File: config.mk
export PLATFORM = sky130hd
export DESIGN_NAME = sink_flow_status
export DESIGN_NICKNAME = d
export VERILOG_FILES = /design/src/hdl/sink_flow_pkg.sv /design/src/hdl/clock_watch.sv /design/src/hdl/sink_flow_status.sv
export SDC_FILE = /design/constraint.sdc
export NUM_CORES = 1
export LEC_CHECK = 0
export ABC_AREA = 1
export BUFFER_PORTS_ARGS = -buffer_cell sky130_fd_sc_hd__buf_2
export CORE_MARGIN = 2
export CORE_UTILIZATION = 40
export DETAILED_ROUTE_END_ITERATION = 10
export PLACE_DENSITY_LB_ADDON = 0.05
export SLEW_MARGIN = 20
export SYNTH_ARGS = -nofsm -noshare
export SYNTH_HDL_FRONTEND = slang
export SYNTH_SLANG_ARGS = --single-unit
File: constraint.sdc
create_clock -name clk_sys -period 4.03 [get_ports clk_sys]
set_clock_uncertainty 0.05 [all_clocks]
set_input_delay 0.806 -clock clk_sys [delete_from_list [all_inputs] [get_ports clk_sys]]
set_output_delay 0.806 -clock clk_sys [all_outputs]
set_load 0.02 [all_outputs]
File: src/hdl/sink_flow_pkg.sv
/*
 Constants, register map and carrier types for the sink flow-status block.
 Assumes one 25 MHz system clock that also stands for the data rate.
*/
// Summary of operation
// - Release threshold is clamped between the assert threshold and 508.
// - Nearly-full releases once free space reaches the release threshold; real status resumes.
// - Status clock runs at quarter rate for divide select 0, eighth rate for 1.
// - Status output changes on status clock rising edge for select 0, falling for 1.
// - Policy 00: out of frame while nearly full, framing code 11 sent.
// - Policy 01: stay in frame, send satisfied code 10 until release.
// - Policy 10 or 11: stay in frame, pass user status unchanged.
// - Two clocking configurations: built-in clock generation or user supplied clocks.
// - Built-in configuration exports full-rate receive clock and its inverse.
// - Input resets the receive clock manager; output reports its lock.
// - Lost-clock output rises when the receive data clock has stopped.
// - Clocks-ready output only when every sink clock is ready.
// - Nearly-full asserts when free space falls to the assert threshold.
package sink_flow_pkg;
	localparam int unsigned CLK_PERIOD_NS = 40;
	localparam int unsigned STOP_TIME_NS = 200;
	localparam int unsigned STOP_CYCLES = (STOP_TIME_NS / CLK_PERIOD_NS) < 1 ? 1 : STOP_TIME_NS / CLK_PERIOD_NS;
	localparam int unsigned LOCK_TIME_NS = 1000;
	localparam int unsigned LOCK_CYCLES = (LOCK_TIME_NS + CLK_PERIOD_NS - 1) / CLK_PERIOD_NS;
	localparam int unsigned HALF_QUARTER = 2;
	localparam int unsigned HALF_EIGHTH = 4;

	localparam int unsigned THR_W = 9;
	localparam logic [8:0] AF_MIN = 9'h001;
	localparam logic [8:0] AF_MAX = 9'h1FC;
	localparam logic [8:0] ASSERT_RST = 9'h010;
	localparam logic [8:0] RELEASE_RST = 9'h020;

	localparam logic [1:0] CODE_FRAMING = 2'h3;
	localparam logic [1:0] CODE_SATISFIED = 2'h2;
	localparam logic [1:0] POL_OOF = 2'h0;
	localparam logic [1:0] POL_SATISFY = 2'h1;

	localparam logic [11:0] OFF_CTRL = 12'h000;
	localparam logic [11:0] OFF_THRESH = 12'h004;
	localparam logic [11:0] OFF_STATE = 12'h008;
	localparam logic [11:0] OFF_IRQ_STAT = 12'h00C;
	localparam logic [11:0] OFF_IRQ_MASK = 12'h010;

	localparam int unsigned CTRL_DIV_BIT = 0;
	localparam int unsigned CTRL_EDGE_BIT = 1;
	localparam int unsigned CTRL_POL_LSB = 2;
	localparam int unsigned CTRL_USERCLK_BIT = 4;
	localparam int unsigned THR_ASSERT_LSB = 0;
	localparam int unsigned THR_RELEASE_LSB = 16;

	localparam int unsigned IRQ_W = 4;
	localparam int unsigned IRQ_AF_ON = 0;
	localparam int unsigned IRQ_AF_OFF = 1;
	localparam int unsigned IRQ_STOP = 2;
	localparam int unsigned IRQ_UNLOCK = 3;

	localparam logic [1:0] RESP_OKAY = 2'h0;
	localparam logic [1:0] RESP_SLVERR = 2'h2;

	typedef struct packed {
		logic [11:0] awaddr;
		logic awvalid;
		logic [31:0] wdata;
		logic [3:0] wstrb;
		logic wvalid;
		logic bready;
		logic [11:0] araddr;
		logic arvalid;
		logic rready;
	} axil_req_type;

	typedef struct packed {
		logic awready;
		logic wready;
		logic bvalid;
		logic [1:0] bresp;
		logic arready;
		logic rvalid;
		logic [31:0] rdata;
		logic [1:0] rresp;
	} axil_rsp_type;
endpackage

File: src/hdl/clock_watch.sv
/*
 Watches one clock pin by sampling it on clk_sys: stop detection and lock.
 Assumes the pin toggles well below half the clk_sys rate.
*/
`timescale 1ns/1ps
module clock_watch
	import sink_flow_pkg::*;
#(
	parameter int unsigned STOP_N = STOP_CYCLES,
	parameter int unsigned LOCK_N = LOCK_CYCLES
)
(
	// System
	input wire logic clk_sys,
	input wire logic srst,
	// Watched pin (synchronised here) and manager reset (already synchronised)
	input wire logic pin,
	input wire logic hold,
	// Results
	output logic level,
	output logic stopped,
	output logic locked
);
	logic s1_q, s2_q, s3_q;
	logic [15:0] idle_q;
	logic [15:0] run_q;
	logic edge_seen;

	always_ff @(posedge clk_sys)
	begin
		s1_q <= pin;
		s2_q <= s1_q;
		s3_q <= s2_q;
	end

	assign edge_seen = s2_q ^ s3_q;
	assign level = s3_q;

	// Idle cycles since the last edge
	always_ff @(posedge clk_sys)
	begin
		if (srst || edge_seen)
			idle_q <= 16'h0000;
		else if (idle_q < 16'(STOP_N))
			idle_q <= idle_q + 16'h0001;
	end

	always_ff @(posedge clk_sys)
	begin
		if (srst)
			stopped <= 1'b0;
		else
			stopped <= (idle_q >= 16'(STOP_N));
	end

	// Lock needs an unbroken run; reset or a stop restarts it
	always_ff @(posedge clk_sys)
	begin
		if (srst || hold || stopped)
			run_q <= 16'h0000;
		else if (run_q < 16'(LOCK_N))
			run_q <= run_q + 16'h0001;
	end

	always_ff @(posedge clk_sys)
	begin
		if (srst || hold)
			locked <= 1'b0;
		else
			locked <= (run_q >= 16'(LOCK_N)) && !stopped;
	end
endmodule

File: src/hdl/sink_flow_status.sv
/*
 Sink flow-status, status channel clocking and clock monitoring, with an
 AXI4-Lite register slave and a level interrupt.
 Assumes free-space count and user status come from logic on clk_sys.
*/
`timescale 1ns/1ps
module sink_flow_status
	import sink_flow_pkg::*;
#(
	parameter int unsigned STOP_N = STOP_CYCLES,
	parameter int unsigned LOCK_N = LOCK_CYCLES
)
(
	// System
	input wire logic clk_sys,
	input wire logic srst,
	// Register bus
	input wire axil_req_type axil_req,
	output axil_rsp_type axil_rsp,
	// Sink fifo side
	input wire logic [8:0] free_locations,
	input wire logic [1:0] user_status,
	output logic rx_fifo_nearly_full_n,
	output logic rx_out_of_frame,
	// Status channel
	output logic status_channel_clock,
	output logic [1:0] status_channel_out,
	// Clocking pins
	input wire logic rx_data_clock,
	input wire logic rx_clock_supplied,
	input wire logic rx_clock_inverted_supplied,
	input wire logic rx_clock_manager_reset,
	output logic rx_clock_exported,
	output logic rx_clock_inverted_exported,
	output logic rx_clock_manager_locked,
	output logic rx_clock_stopped,
	output logic rx_clocks_all_ready,
	// Interrupt
	output logic irq
);
	localparam int unsigned NUM_WATCH = 3;

	logic div_q, edge_q, userclk_q;
	logic [1:0] policy_q;
	logic [8:0] asrt_q, rel_q;
	logic [8:0] asrt_eff, rel_eff;
	logic af_q;
	logic [3:0] div_cnt_q;
	logic sclk_q, sclk_toggle, upd;
	logic [1:0] stat_q;
	logic [1:0] code_d, bresp_q, rresp_q;
	logic mrst_s1_q, mrst_q;
	logic [NUM_WATCH-1:0] pins, w_level, w_stop, w_lock;
	logic locked_d, ready_d;
	logic [IRQ_W-1:0] irq_stat_q, irq_mask_q, irq_event;
	logic af_prev_q, stop_prev_q, lock_prev_q;
	logic aw_got_q, w_got_q;
	logic [11:0] awaddr_q;
	logic [31:0] wdata_q;
	logic [3:0] wstrb_q;
	logic wr_fire, bvalid_q, rvalid_q;
	logic [31:0] rdata_d, rdata_q;
	logic [31:0] ctrl_v, thr_v, mask_v;
	logic rd_hit;

	function automatic logic [31:0] merge(input logic [31:0] old, input logic [31:0] nw, input logic [3:0] be);
		logic [31:0] r;
		r = old;
		for (int i = 0; i < 4; i++)
			if (be[i])
				r[i*8 +: 8] = nw[i*8 +: 8];
		return r;
	endfunction

	// Threshold clamps
	always_comb
	begin
		asrt_eff = asrt_q;
		if (asrt_q < AF_MIN)
			asrt_eff = AF_MIN;
		else if (asrt_q > AF_MAX)
			asrt_eff = AF_MAX;
		rel_eff = rel_q;
		if (rel_q < asrt_eff)
			rel_eff = asrt_eff;
		else if (rel_q > AF_MAX)
			rel_eff = AF_MAX;
	end

	// Nearly-full with hysteresis
	always_ff @(posedge clk_sys)
	begin
		if (srst)
			af_q <= 1'b0;
		else if (!af_q && free_locations <= asrt_eff)
			af_q <= 1'b1;
		else if (af_q && free_locations >= rel_eff)
			af_q <= 1'b0;
	end

	assign rx_fifo_nearly_full_n = !af_q;

	always_ff @(posedge clk_sys)
	begin
		if (srst)
			rx_out_of_frame <= 1'b0;
		else
			rx_out_of_frame <= af_q && (policy_q == POL_OOF);
	end

	// Status clock divider; a static select is expected, a live change only bends one period
	always_ff @(posedge clk_sys)
	begin
		if (srst || sclk_toggle)
			div_cnt_q <= 4'h0;
		else
			div_cnt_q <= div_cnt_q + 4'h1;
	end

	assign sclk_toggle = div_q ? (div_cnt_q == 4'(HALF_EIGHTH - 1)) : (div_cnt_q == 4'(HALF_QUARTER - 1));

	always_ff @(posedge clk_sys)
	begin
		if (srst)
			sclk_q <= 1'b0;
		else if (sclk_toggle)
			sclk_q <= !sclk_q;
	end

	assign status_channel_clock = sclk_q;
	assign upd = sclk_toggle && (sclk_q == edge_q);

	always_comb
	begin
		code_d = user_status;
		if (af_q && policy_q == POL_OOF)
			code_d = CODE_FRAMING;
		else if (af_q && policy_q == POL_SATISFY)
			code_d = CODE_SATISFIED;
	end

	always_ff @(posedge clk_sys)
	begin
		if (srst)
			stat_q <= CODE_FRAMING;
		else if (upd)
			stat_q <= code_d;
	end

	assign status_channel_out = stat_q;

	// Clock monitoring; manager reset is a pin
	always_ff @(posedge clk_sys)
	begin
		mrst_s1_q <= rx_clock_manager_reset;
		mrst_q <= mrst_s1_q;
	end

	assign pins = {rx_clock_inverted_supplied, rx_clock_supplied, rx_data_clock};

	generate
		for (genvar g = 0; g < NUM_WATCH; g++)
		begin : g_watch
			clock_watch #(.STOP_N(STOP_N), .LOCK_N(LOCK_N)) u_watch (
				.clk_sys(clk_sys),
				.srst(srst),
				.pin(pins[g]),
				.hold(mrst_q),
				.level(w_level[g]),
				.stopped(w_stop[g]),
				.locked(w_lock[g])
			);
		end
	endgenerate

	// User mode also needs both supplied clocks running
	assign locked_d = w_lock[0];
	assign ready_d = locked_d && !mrst_q && (!userclk_q || (w_lock[1] && w_lock[2]));

	always_ff @(posedge clk_sys)
	begin
		if (srst)
		begin
			rx_clock_exported <= 1'b0;
			rx_clock_inverted_exported <= 1'b0;
			rx_clock_manager_locked <= 1'b0;
			rx_clock_stopped <= 1'b0;
			rx_clocks_all_ready <= 1'b0;
		end
		else
		begin
			rx_clock_exported <= !userclk_q && w_level[0];
			rx_clock_inverted_exported <= !userclk_q && !w_level[0];
			rx_clock_manager_locked <= locked_d;
			rx_clock_stopped <= w_stop[0];
			rx_clocks_all_ready <= ready_d;
		end
	end

	// Interrupt events
	always_ff @(posedge clk_sys)
	begin
		if (srst)
		begin
			af_prev_q <= 1'b0;
			stop_prev_q <= 1'b0;
			lock_prev_q <= 1'b0;
		end
		else
		begin
			af_prev_q <= af_q;
			stop_prev_q <= w_stop[0];
			lock_prev_q <= locked_d;
		end
	end

	always_comb
	begin
		irq_event = '0;
		irq_event[IRQ_AF_ON] = af_q && !af_prev_q;
		irq_event[IRQ_AF_OFF] = !af_q && af_prev_q;
		irq_event[IRQ_STOP] = w_stop[0] && !stop_prev_q;
		irq_event[IRQ_UNLOCK] = !locked_d && lock_prev_q;
	end

	// AXI4-Lite write: address and data taken in either order
	assign wr_fire = aw_got_q && w_got_q && !bvalid_q;

	always_ff @(posedge clk_sys)
	begin
		if (srst)
		begin
			aw_got_q <= 1'b0;
			w_got_q <= 1'b0;
			awaddr_q <= 12'h000;
			wdata_q <= 32'h0000_0000;
			wstrb_q <= 4'h0;
		end
		else
		begin
			if (axil_req.awvalid && axil_rsp.awready)
			begin
				aw_got_q <= 1'b1;
				awaddr_q <= axil_req.awaddr;
			end
			else if (wr_fire)
				aw_got_q <= 1'b0;
			if (axil_req.wvalid && axil_rsp.wready)
			begin
				w_got_q <= 1'b1;
				wdata_q <= axil_req.wdata;
				wstrb_q <= axil_req.wstrb;
			end
			else if (wr_fire)
				w_got_q <= 1'b0;
		end
	end

	always_ff @(posedge clk_sys)
	begin
		if (srst)
		begin
			bvalid_q <= 1'b0;
			bresp_q <= RESP_OKAY;
		end
		else if (wr_fire)
		begin
			bvalid_q <= 1'b1;
			bresp_q <= (awaddr_q == OFF_CTRL || awaddr_q == OFF_THRESH || awaddr_q == OFF_IRQ_STAT
				|| awaddr_q == OFF_IRQ_MASK) ? RESP_OKAY : RESP_SLVERR;
		end
		else if (axil_req.bready)
			bvalid_q <= 1'b0;
	end

	// Control and threshold registers; byte strobes merged outside the clocked process
	assign ctrl_v = merge({27'h0, userclk_q, policy_q, edge_q, div_q}, wdata_q, wstrb_q);
	assign thr_v = merge({7'h0, rel_q, 7'h0, asrt_q}, wdata_q, wstrb_q);
	assign mask_v = merge({28'h0, irq_mask_q}, wdata_q, wstrb_q);

	always_ff @(posedge clk_sys)
	begin
		if (srst)
		begin
			div_q <= 1'b0;
			edge_q <= 1'b0;
			policy_q <= POL_OOF;
			userclk_q <= 1'b0;
			asrt_q <= ASSERT_RST;
			rel_q <= RELEASE_RST;
			irq_mask_q <= '0;
		end
		else if (wr_fire)
		begin
			if (awaddr_q == OFF_CTRL)
			begin
				div_q <= ctrl_v[CTRL_DIV_BIT];
				edge_q <= ctrl_v[CTRL_EDGE_BIT];
				policy_q <= ctrl_v[CTRL_POL_LSB +: 2];
				userclk_q <= ctrl_v[CTRL_USERCLK_BIT];
			end
			if (awaddr_q == OFF_THRESH)
			begin
				asrt_q <= thr_v[THR_ASSERT_LSB +: THR_W];
				rel_q <= thr_v[THR_RELEASE_LSB +: THR_W];
			end
			if (awaddr_q == OFF_IRQ_MASK)
				irq_mask_q <= mask_v[IRQ_W-1:0];
		end
	end

	// Sticky status, write one to clear; a new event wins over the clear
	always_ff @(posedge clk_sys)
	begin
		if (srst)
			irq_stat_q <= '0;
		else if (wr_fire && awaddr_q == OFF_IRQ_STAT && wstrb_q[0])
			irq_stat_q <= (irq_stat_q & ~wdata_q[IRQ_W-1:0]) | irq_event;
		else
			irq_stat_q <= irq_stat_q | irq_event;
	end

	assign irq = |(irq_stat_q & irq_mask_q);

	// AXI4-Lite read, one cycle to rvalid
	// Whole response struct from one driver
	assign axil_rsp = '{awready: !aw_got_q && !bvalid_q, wready: !w_got_q && !bvalid_q, bvalid: bvalid_q,
		bresp: bresp_q, arready: !rvalid_q, rvalid: rvalid_q, rdata: rdata_q, rresp: rresp_q};

	always_comb
	begin
		rdata_d = 32'h0000_0000;
		rd_hit = 1'b1;
		case (axil_req.araddr)
			OFF_CTRL: rdata_d = {27'h0, userclk_q, policy_q, edge_q, div_q};
			OFF_THRESH: rdata_d = {7'h0, rel_q, 7'h0, asrt_q};
			OFF_STATE: rdata_d = {7'h0, free_locations, 9'h000, stat_q, rx_clocks_all_ready,
				rx_clock_stopped, rx_clock_manager_locked, rx_out_of_frame, af_q};
			OFF_IRQ_STAT: rdata_d = {28'h0, irq_stat_q};
			OFF_IRQ_MASK: rdata_d = {28'h0, irq_mask_q};
			default: rd_hit = 1'b0;
		endcase
	end

	always_ff @(posedge clk_sys)
	begin
		if (srst)
		begin
			rvalid_q <= 1'b0;
			rdata_q <= 32'h0000_0000;
			rresp_q <= RESP_OKAY;
		end
		else if (axil_req.arvalid && axil_rsp.arready)
		begin
			rvalid_q <= 1'b1;
			rdata_q <= rdata_d;
			rresp_q <= rd_hit ? RESP_OKAY : RESP_SLVERR;
		end
		else if (axil_req.rready)
			rvalid_q <= 1'b0;
	end

	a_release_clamp:
	assert property (@(posedge clk_sys) disable iff (srst) rel_eff >= asrt_eff && rel_eff <= AF_MAX)
		else $error("release threshold out of range");

	a_af_release:
	assert property (@(posedge clk_sys) disable iff (srst) af_q && free_locations >= rel_eff |=> !af_q)
		else $error("nearly-full not released");

	a_af_assert:
	assert property (@(posedge clk_sys) disable iff (srst) !af_q && free_locations <= asrt_eff |=> af_q)
		else $error("nearly-full not asserted");

	a_af_hold:
	assert property (@(posedge clk_sys) disable iff (srst) af_q && free_locations < rel_eff |=> af_q)
		else $error("nearly-full dropped early");

	a_div_period:
	assert property (@(posedge clk_sys) disable iff (srst)
		$rose(sclk_q) && !div_q && $stable(div_q) ##1 !div_q |-> sclk_q ##1 !sclk_q)
		else $error("status clock not quarter rate");

	a_edge_phase:
	assert property (@(posedge clk_sys) disable iff (srst)
		$changed(stat_q) |-> ($past(edge_q) ? $fell(sclk_q) : $rose(sclk_q)))
		else $error("status changed on wrong edge");

	a_oof_code:
	assert property (@(posedge clk_sys) disable iff (srst)
		upd && af_q && policy_q == POL_OOF |=> stat_q == CODE_FRAMING ##0 rx_out_of_frame)
		else $error("framing code missing");

	a_satisfied:
	assert property (@(posedge clk_sys) disable iff (srst)
		upd && af_q && policy_q == POL_SATISFY |=> stat_q == CODE_SATISFIED && !rx_out_of_frame)
		else $error("satisfied code missing");

	a_pass_user:
	assert property (@(posedge clk_sys) disable iff (srst)
		upd && policy_q[1] |=> stat_q == $past(user_status) && !rx_out_of_frame)
		else $error("user status not passed");

	a_ready_gate:
	assert property (@(posedge clk_sys) disable iff (srst)
		!locked_d || mrst_q |=> !rx_clocks_all_ready)
		else $error("clocks ready while unlocked");

	a_lock_reset:
	assert property (@(posedge clk_sys) disable iff (srst) mrst_q |=> ##1 !rx_clock_manager_locked)
		else $error("lock kept under manager reset");
endmodule

# == Yosys cells after proc, flatten, opt, wreduce, memory -nomap -nowiden ==
# Cells that the tools add are included.
# Widths: inputs -> output; s select.
# op_classes
add_sub_neg,7
n_lt_le_gt_ge,18
eq_ne,11
mux,21
bitwise,8
n_reduce_logical,69
# op_table
operator,n
$pmux 25 s5,1
$add 16x1->16 const B,6
$ge 16x3->1 const B,3
$ge 16x5->1 const B,3
$lt 16x3->1 const B,3
$lt 16x5->1 const B,3
$eq 12x4->1 const B,3
$mux 9,4
$logic_and 1x1->1,26
$eq 12x3->1 const B,2
$eq 12x5->1 const B,2
$logic_not 12->1,2
$gt 9x9->1 const B,2
$reduce_and 3->1,6
$logic_not 1->1,15
$logic_or 1x1->1,12
$mux 1,11
$reduce_bool 2->1,5
$ge 9x9->1,1
$le 9x9->1,1
$lt 9x1->1 const B,1
$lt 9x9->1,1
$and 4x4->4,2
$mux 2,4
other kinds (12),15
# totals
reg_bits,240
input_bits,82
output_inout_bits,52
word_cells,188

# == Longest topological paths before layout ==
# logic_depth
depth_word,9
mapped_depth,19
mapped_depth_nobuf,19

# == Hierarchy ==
# Synthesis repeated with hierarchy kept, for this count alone.
# hier_totals
hier_cells,1308
hier_area_um2,9773.1
# by_module_without_submodules
mod,instances,cells_per_inst,area_per_inst_um2,seq_area_each_um2
sink_flow_status,1,792,5524.0,2122.0
clock_watch,3,172,1416.4,740.7

# == Worst setup path before layout ==
# OpenSTA, ideal clock, no wires.
# synth_path
kind,register -> register
from,reg asrt_q[6]
to,reg af_q
setup_ns,0.071
t_arrival_ns,2.442
t_required_ns,3.909
setup_slack_ns,1.467
path_stages_with_launch,19
n_path_buf,0
synth_period_minus_slack_ns,2.563
cell_sequence,dfxtp_1 > inv_1 > nor2_1 > nand3_1 > nand2_1 > ha_1 > a21oi_1 > o21ai_0 > a21oi_2 > nand2_2 > nand2_1 > nand2_1 > ha_1 > a21o_1 > nor2_1 > nand2_1 > nand2_1 > nand3_1 > a21oi_1
# synth_via
elab_chain_len,8
elab_cells_between_ends,12
cone_classes,5 x order compare; 4 x mux; 3 x reduce/logical
# synth_lines
item,line_no,text
start: declaration,sink_flow_status.sv:45,"logic [8:0] asrt_q, rel_q;"
start signal: assignment,sink_flow_status.sv:304,asrt_q <= thr_v[THR_ASSERT_LSB +: THR_W];
$gt 9x9->1,sink_flow_status.sv:81,else if (asrt_q > AF_MAX)
$mux 9,sink_flow_status.sv:81,
$mux 9 (*),sink_flow_status.sv:79,if (asrt_q < AF_MIN)
$lt 9x9->1,sink_flow_status.sv:84,if (rel_q < asrt_eff)
$mux 9,sink_flow_status.sv:84,
$ge 9x9->1,sink_flow_status.sv:97,else if (af_q && free_locations >= rel_eff)
$logic_and 1x1->1,sink_flow_status.sv:97,
$reduce_bool 2->1 (no line),n/a,
end signal: assignment,sink_flow_status.sv:94,af_q <= 1'b0;
end signal: assignment,sink_flow_status.sv:96,af_q <= 1'b1;
end signal: assignment,sink_flow_status.sv:98,af_q <= 1'b0;
end: declaration,sink_flow_status.sv:47,logic af_q;
# Mark *: on every way between the ends. The rest lies on a longest branch, timed or not.
# A chain may end at the register's enable or synchronous reset.

# == Worst setup path after layout ==
# Same ends and word-level chain as after synthesis.

==> impl_results.md <==
- Status: finished, final reports clean
- DRT Pass-1 Iters: 6
- Biggest area consumer among synthesized cells: dfxtp_1
- Setup TNS Final: 0 ns
- Routed Antenna Nets: 0
- Critical path data arrival time: 3.48 ns
- Grt ovf: 0
- Fin cells: 1689
- Fin crit period: 3.09 ns
- Yosys top cell area share: 46.3%
- CTS tree: built
- Synth unique cells: 39
- Routed wire length: 21.0 mm
- # Post-CTS Setup Buffers: 0
- Gate count after technology mapping: 1256
- RePlAce Congestion: 0.813
- Reg2Reg Setup Slack: 0.94 ns
- Pin count of the biggest net entering global routing: 55
- H-tree depth: 1
- First-pass GRT wire length: 34.9 mm
- Reg2reg start: asrt_q[6]$_SDFFE_PP0P_
- Startpoint Class: flip-flop
- Slew margin rel.: 45.6%
- Via count: 7790
- Total CTS buffers: 25
- Req. time, crit path: 4.43 ns
- Clk_lat worst skew: 0.51 ns
- Final Max Tran Viols: 0
- Die width: 157 um
- Hold Crit Class: flip-flop to flip-flop
- Worst-Margin Slew: 0.815 ns
- Count leader, synth: nor2_1
- Fin nets: 1481
- Dpl cells: 1646
- Final HPWL DP: 15.6 mm
- GRT Util Overall: 17.4%
- Via density: 4.61
- Worst Reg-to-Reg Cells: 18
- Power per Cell Area: 446 nW/um^2
- Total I/O pin count: 134
- Worst setup EP type: flip-flop
- Synth area leaders: dfxtp_1 46%, nor2_1 9.5%, nand2_1 8.3%
- Vias in the first global route: 7301
- Cell Area, Synth: 9380 sq um
- Input/output buffers: 103
- Layout cells sized above 1: 12.8%
- Crit path to: af_q$_SDFFE_PP0P_
- Clock transition at the registers of the reported paths: 0.06 ns
- CP Max Fanout: 10
- Cts-stage hold buffer count: 0
- Number of synthesized register bits: 217
- Post_cts resized: 0
- Post-synth top cells: 238 x nor2_1, 217 x dfxtp_1, 207 x nand2_1
- Final Hold Viols: 0
- Row count: 56
- R2R Path End: af_q$_SDFFE_PP0P_
- Longest Clk Path Bufs: 3
- Main synth FF type: dfxtp_1
- Final Cycle Share: 76.6%
- Antenna fix cells: 0
- Critical Path Source: asrt_q[6]$_SDFFE_PP0P_
- Leakage: 4.88 nW
- Final setup viols: 0
- Register area share after synthesis: 46.3%
- Initial DRC count: 366
- RSZ-0062 raised after global routing: false
- Fmax: 324 MHz
- Syn avg cell area: 7.47 sq um
- Max-Cap Viols: 0
- YS warnings: 0
- CORE AREA: 23300 sq um
- Clock Tree Root: clkbuf_16
- Initial antenna violation count: 2
- Post-synth EDFFs: 0
- Die area: 24700 sq um
- Worst vdd ir: 345 uV
- Clock Sinks: 217
- Die Y: 157 um
- FFs w/ async S/R, synth: 0%
- Initial Util: 40.3%
- Drt drc: 0
- WS Path Type: flip-flop to flip-flop
- Area Overhead vs Synth: 16.5%
- WL/cell: 12.4 um
[critical path, stage by stage, from the launching register on]
cell,delay [ns]
dfxtp_1,0.32
inv_1,0.17
nor2_1,0.07
nand3_1,0.10
nand2_1,0.14
ha_1,0.22
a21oi_1,0.14
o21ai_0,0.11
a21oi_2,0.42
nand2_2,0.21
nand2_1,0.10
nand2_1,0.05
ha_1,0.30
a21o_1,0.19
nor2_1,0.09
nand2_1,0.08
nand2_1,0.07
nand3_1,0.06
a21oi_1,0.14
[cell families after synthesis]
kind of cell	count (synthesis)	synth area share (%)
AND/OR/NAND/NOR	584	26.8
buffers and inverters	229	10.4
flip-flops	217	46.3
AO/OA/AOI/OAI	172	9.70
adder cells (fa/ha/maj)	45	6.00
XOR/XNOR	8	0.747
other	1	0.0400
[registers in the layout (all words and copies together) (netlist names), 2 cells and up]
signal	cells
asrt_q	9
awaddr_q	12
div_cnt_q	4
g_watch.u_watch.idle_q	48
g_watch.u_watch.level	3
g_watch.u_watch.locked	3
g_watch.u_watch.run_q	48
g_watch.u_watch.s1_q	3
g_watch.u_watch.s2_q	3
g_watch.u_watch.stopped	3
irq_mask_q	4
irq_stat_q	4
policy_q	2
rdata_q	18
rel_q	9
status_channel_out	2
wdata_q	18
wstrb_q	4
[cell usage in the layout (no fill, tap or decap), types with 2 or more instances in the layout]
master | netlist | layout
inv_1 | 175 | 174
o21ai_0 | 78 | 78
clkbuf_16 | 0 | 25
inv_2 | 2 | 3
nor2_4 | 3 | 3
nand3_2 | 2 | 2
o21ai_1 | 4 | 4
clkbuf_8 | 0 | 8
ha_1 | 45 | 45
buf_4 | 20 | 4
o21a_1 | 5 | 5
clkinvlp_4 | 0 | 2
and3_1 | 2 | 2
nand4_1 | 28 | 28
nand3_4 | 2 | 2
a21oi_2 | 2 | 2
nor3_1 | 9 | 9
nor2_1 | 238 | 238
buf_2 | 10 | 103
clkinv_2 | 0 | 4
a21oi_1 | 74 | 74
dfxtp_1 | 217 | 217
nand3_1 | 78 | 78
nand2_1 | 207 | 207
o211ai_1 | 5 | 5
xnor2_1 | 4 | 4
a21o_1 | 2 | 2
xor2_1 | 4 | 4
nor2_2 | 4 | 4
bufinv_16 | 0 | 2
conb_1 | 1 | 16
nand2_2 | 4 | 4
[worst min-delay path by stage]
| stage | from | cells past startpoint | end | slack (ns) |
|---|---|---|---|---|
| after detailed placement | mrst_s1_q$_DFF_P_ | 0 | mrst_q$_DFF_P_ | 0.26 |
| after global placement | g_watch[1].u_watch.s1_q$_DFF_P_ | 0 | g_watch[1].u_watch.s2_q$_DFF_P_ | 0.26 |
| after floorplan | g_watch[0].u_watch.s1_q$_DFF_P_ | 0 | g_watch[0].u_watch.s2_q$_DFF_P_ | 0.26 |
| after CTS | mrst_s1_q$_DFF_P_ | 0 | mrst_q$_DFF_P_ | 0.28 |
| after global routing | g_watch[2].u_watch.s1_q$_DFF_P_ | 0 | g_watch[2].u_watch.s2_q$_DFF_P_ | 0.28 |
| final | g_watch[2].u_watch.s1_q$_DFF_P_ | 0 | g_watch[2].u_watch.s2_q$_DFF_P_ | 0.27 |
[per-stage QoR]
step / setup slack (ns) / total power, mW / instance area, sq um / util, % / hold slack, ns
after floorplan: 1.47 / 2.56 / 9430 / - / 0.260
after detailed placement: 0.941 / 2.67 / 10100 / 43.3 / 0.263
final: 0.944 / 4.88 / 10900 / 46.9 / 0.275
after global placement: 0.983 / 2.66 / 10100 / 43.3 / 0.263
after CTS: 0.952 / 4.95 / 10900 / 46.9 / 0.276
after global routing: 0.602 / 5.10 / 10900 / 46.9 / 0.282
[layout make-up]
cell class | count | area, sq um
clock buffer | 34 | 739
clock inverter | 9 | 104
fill | 2450 | 12300
inverter | 178 | 671
multi-input combinational | 825 | 4120
sequential | 217 | 4340
tap | 319 | 399
timing repair buffer | 107 | 546
[report_power, final]
part / leakage, nW / switching, mW / internal (mW)
Sequential: 1.77 / 0.0490 / 2.21
Combinational: 2.70 / 0.239 / 0.115
Clock: 0.416 / 0.856 / 1.40
[routing by layer]
layer	global-route usage (%)	wire (um)
met1	21.7	9570
met2	30.7	9920
met3	3.66	1170
met4	3.94	338
met5	0	27
No activity file was read; power rests on OpenSTA's default activity.
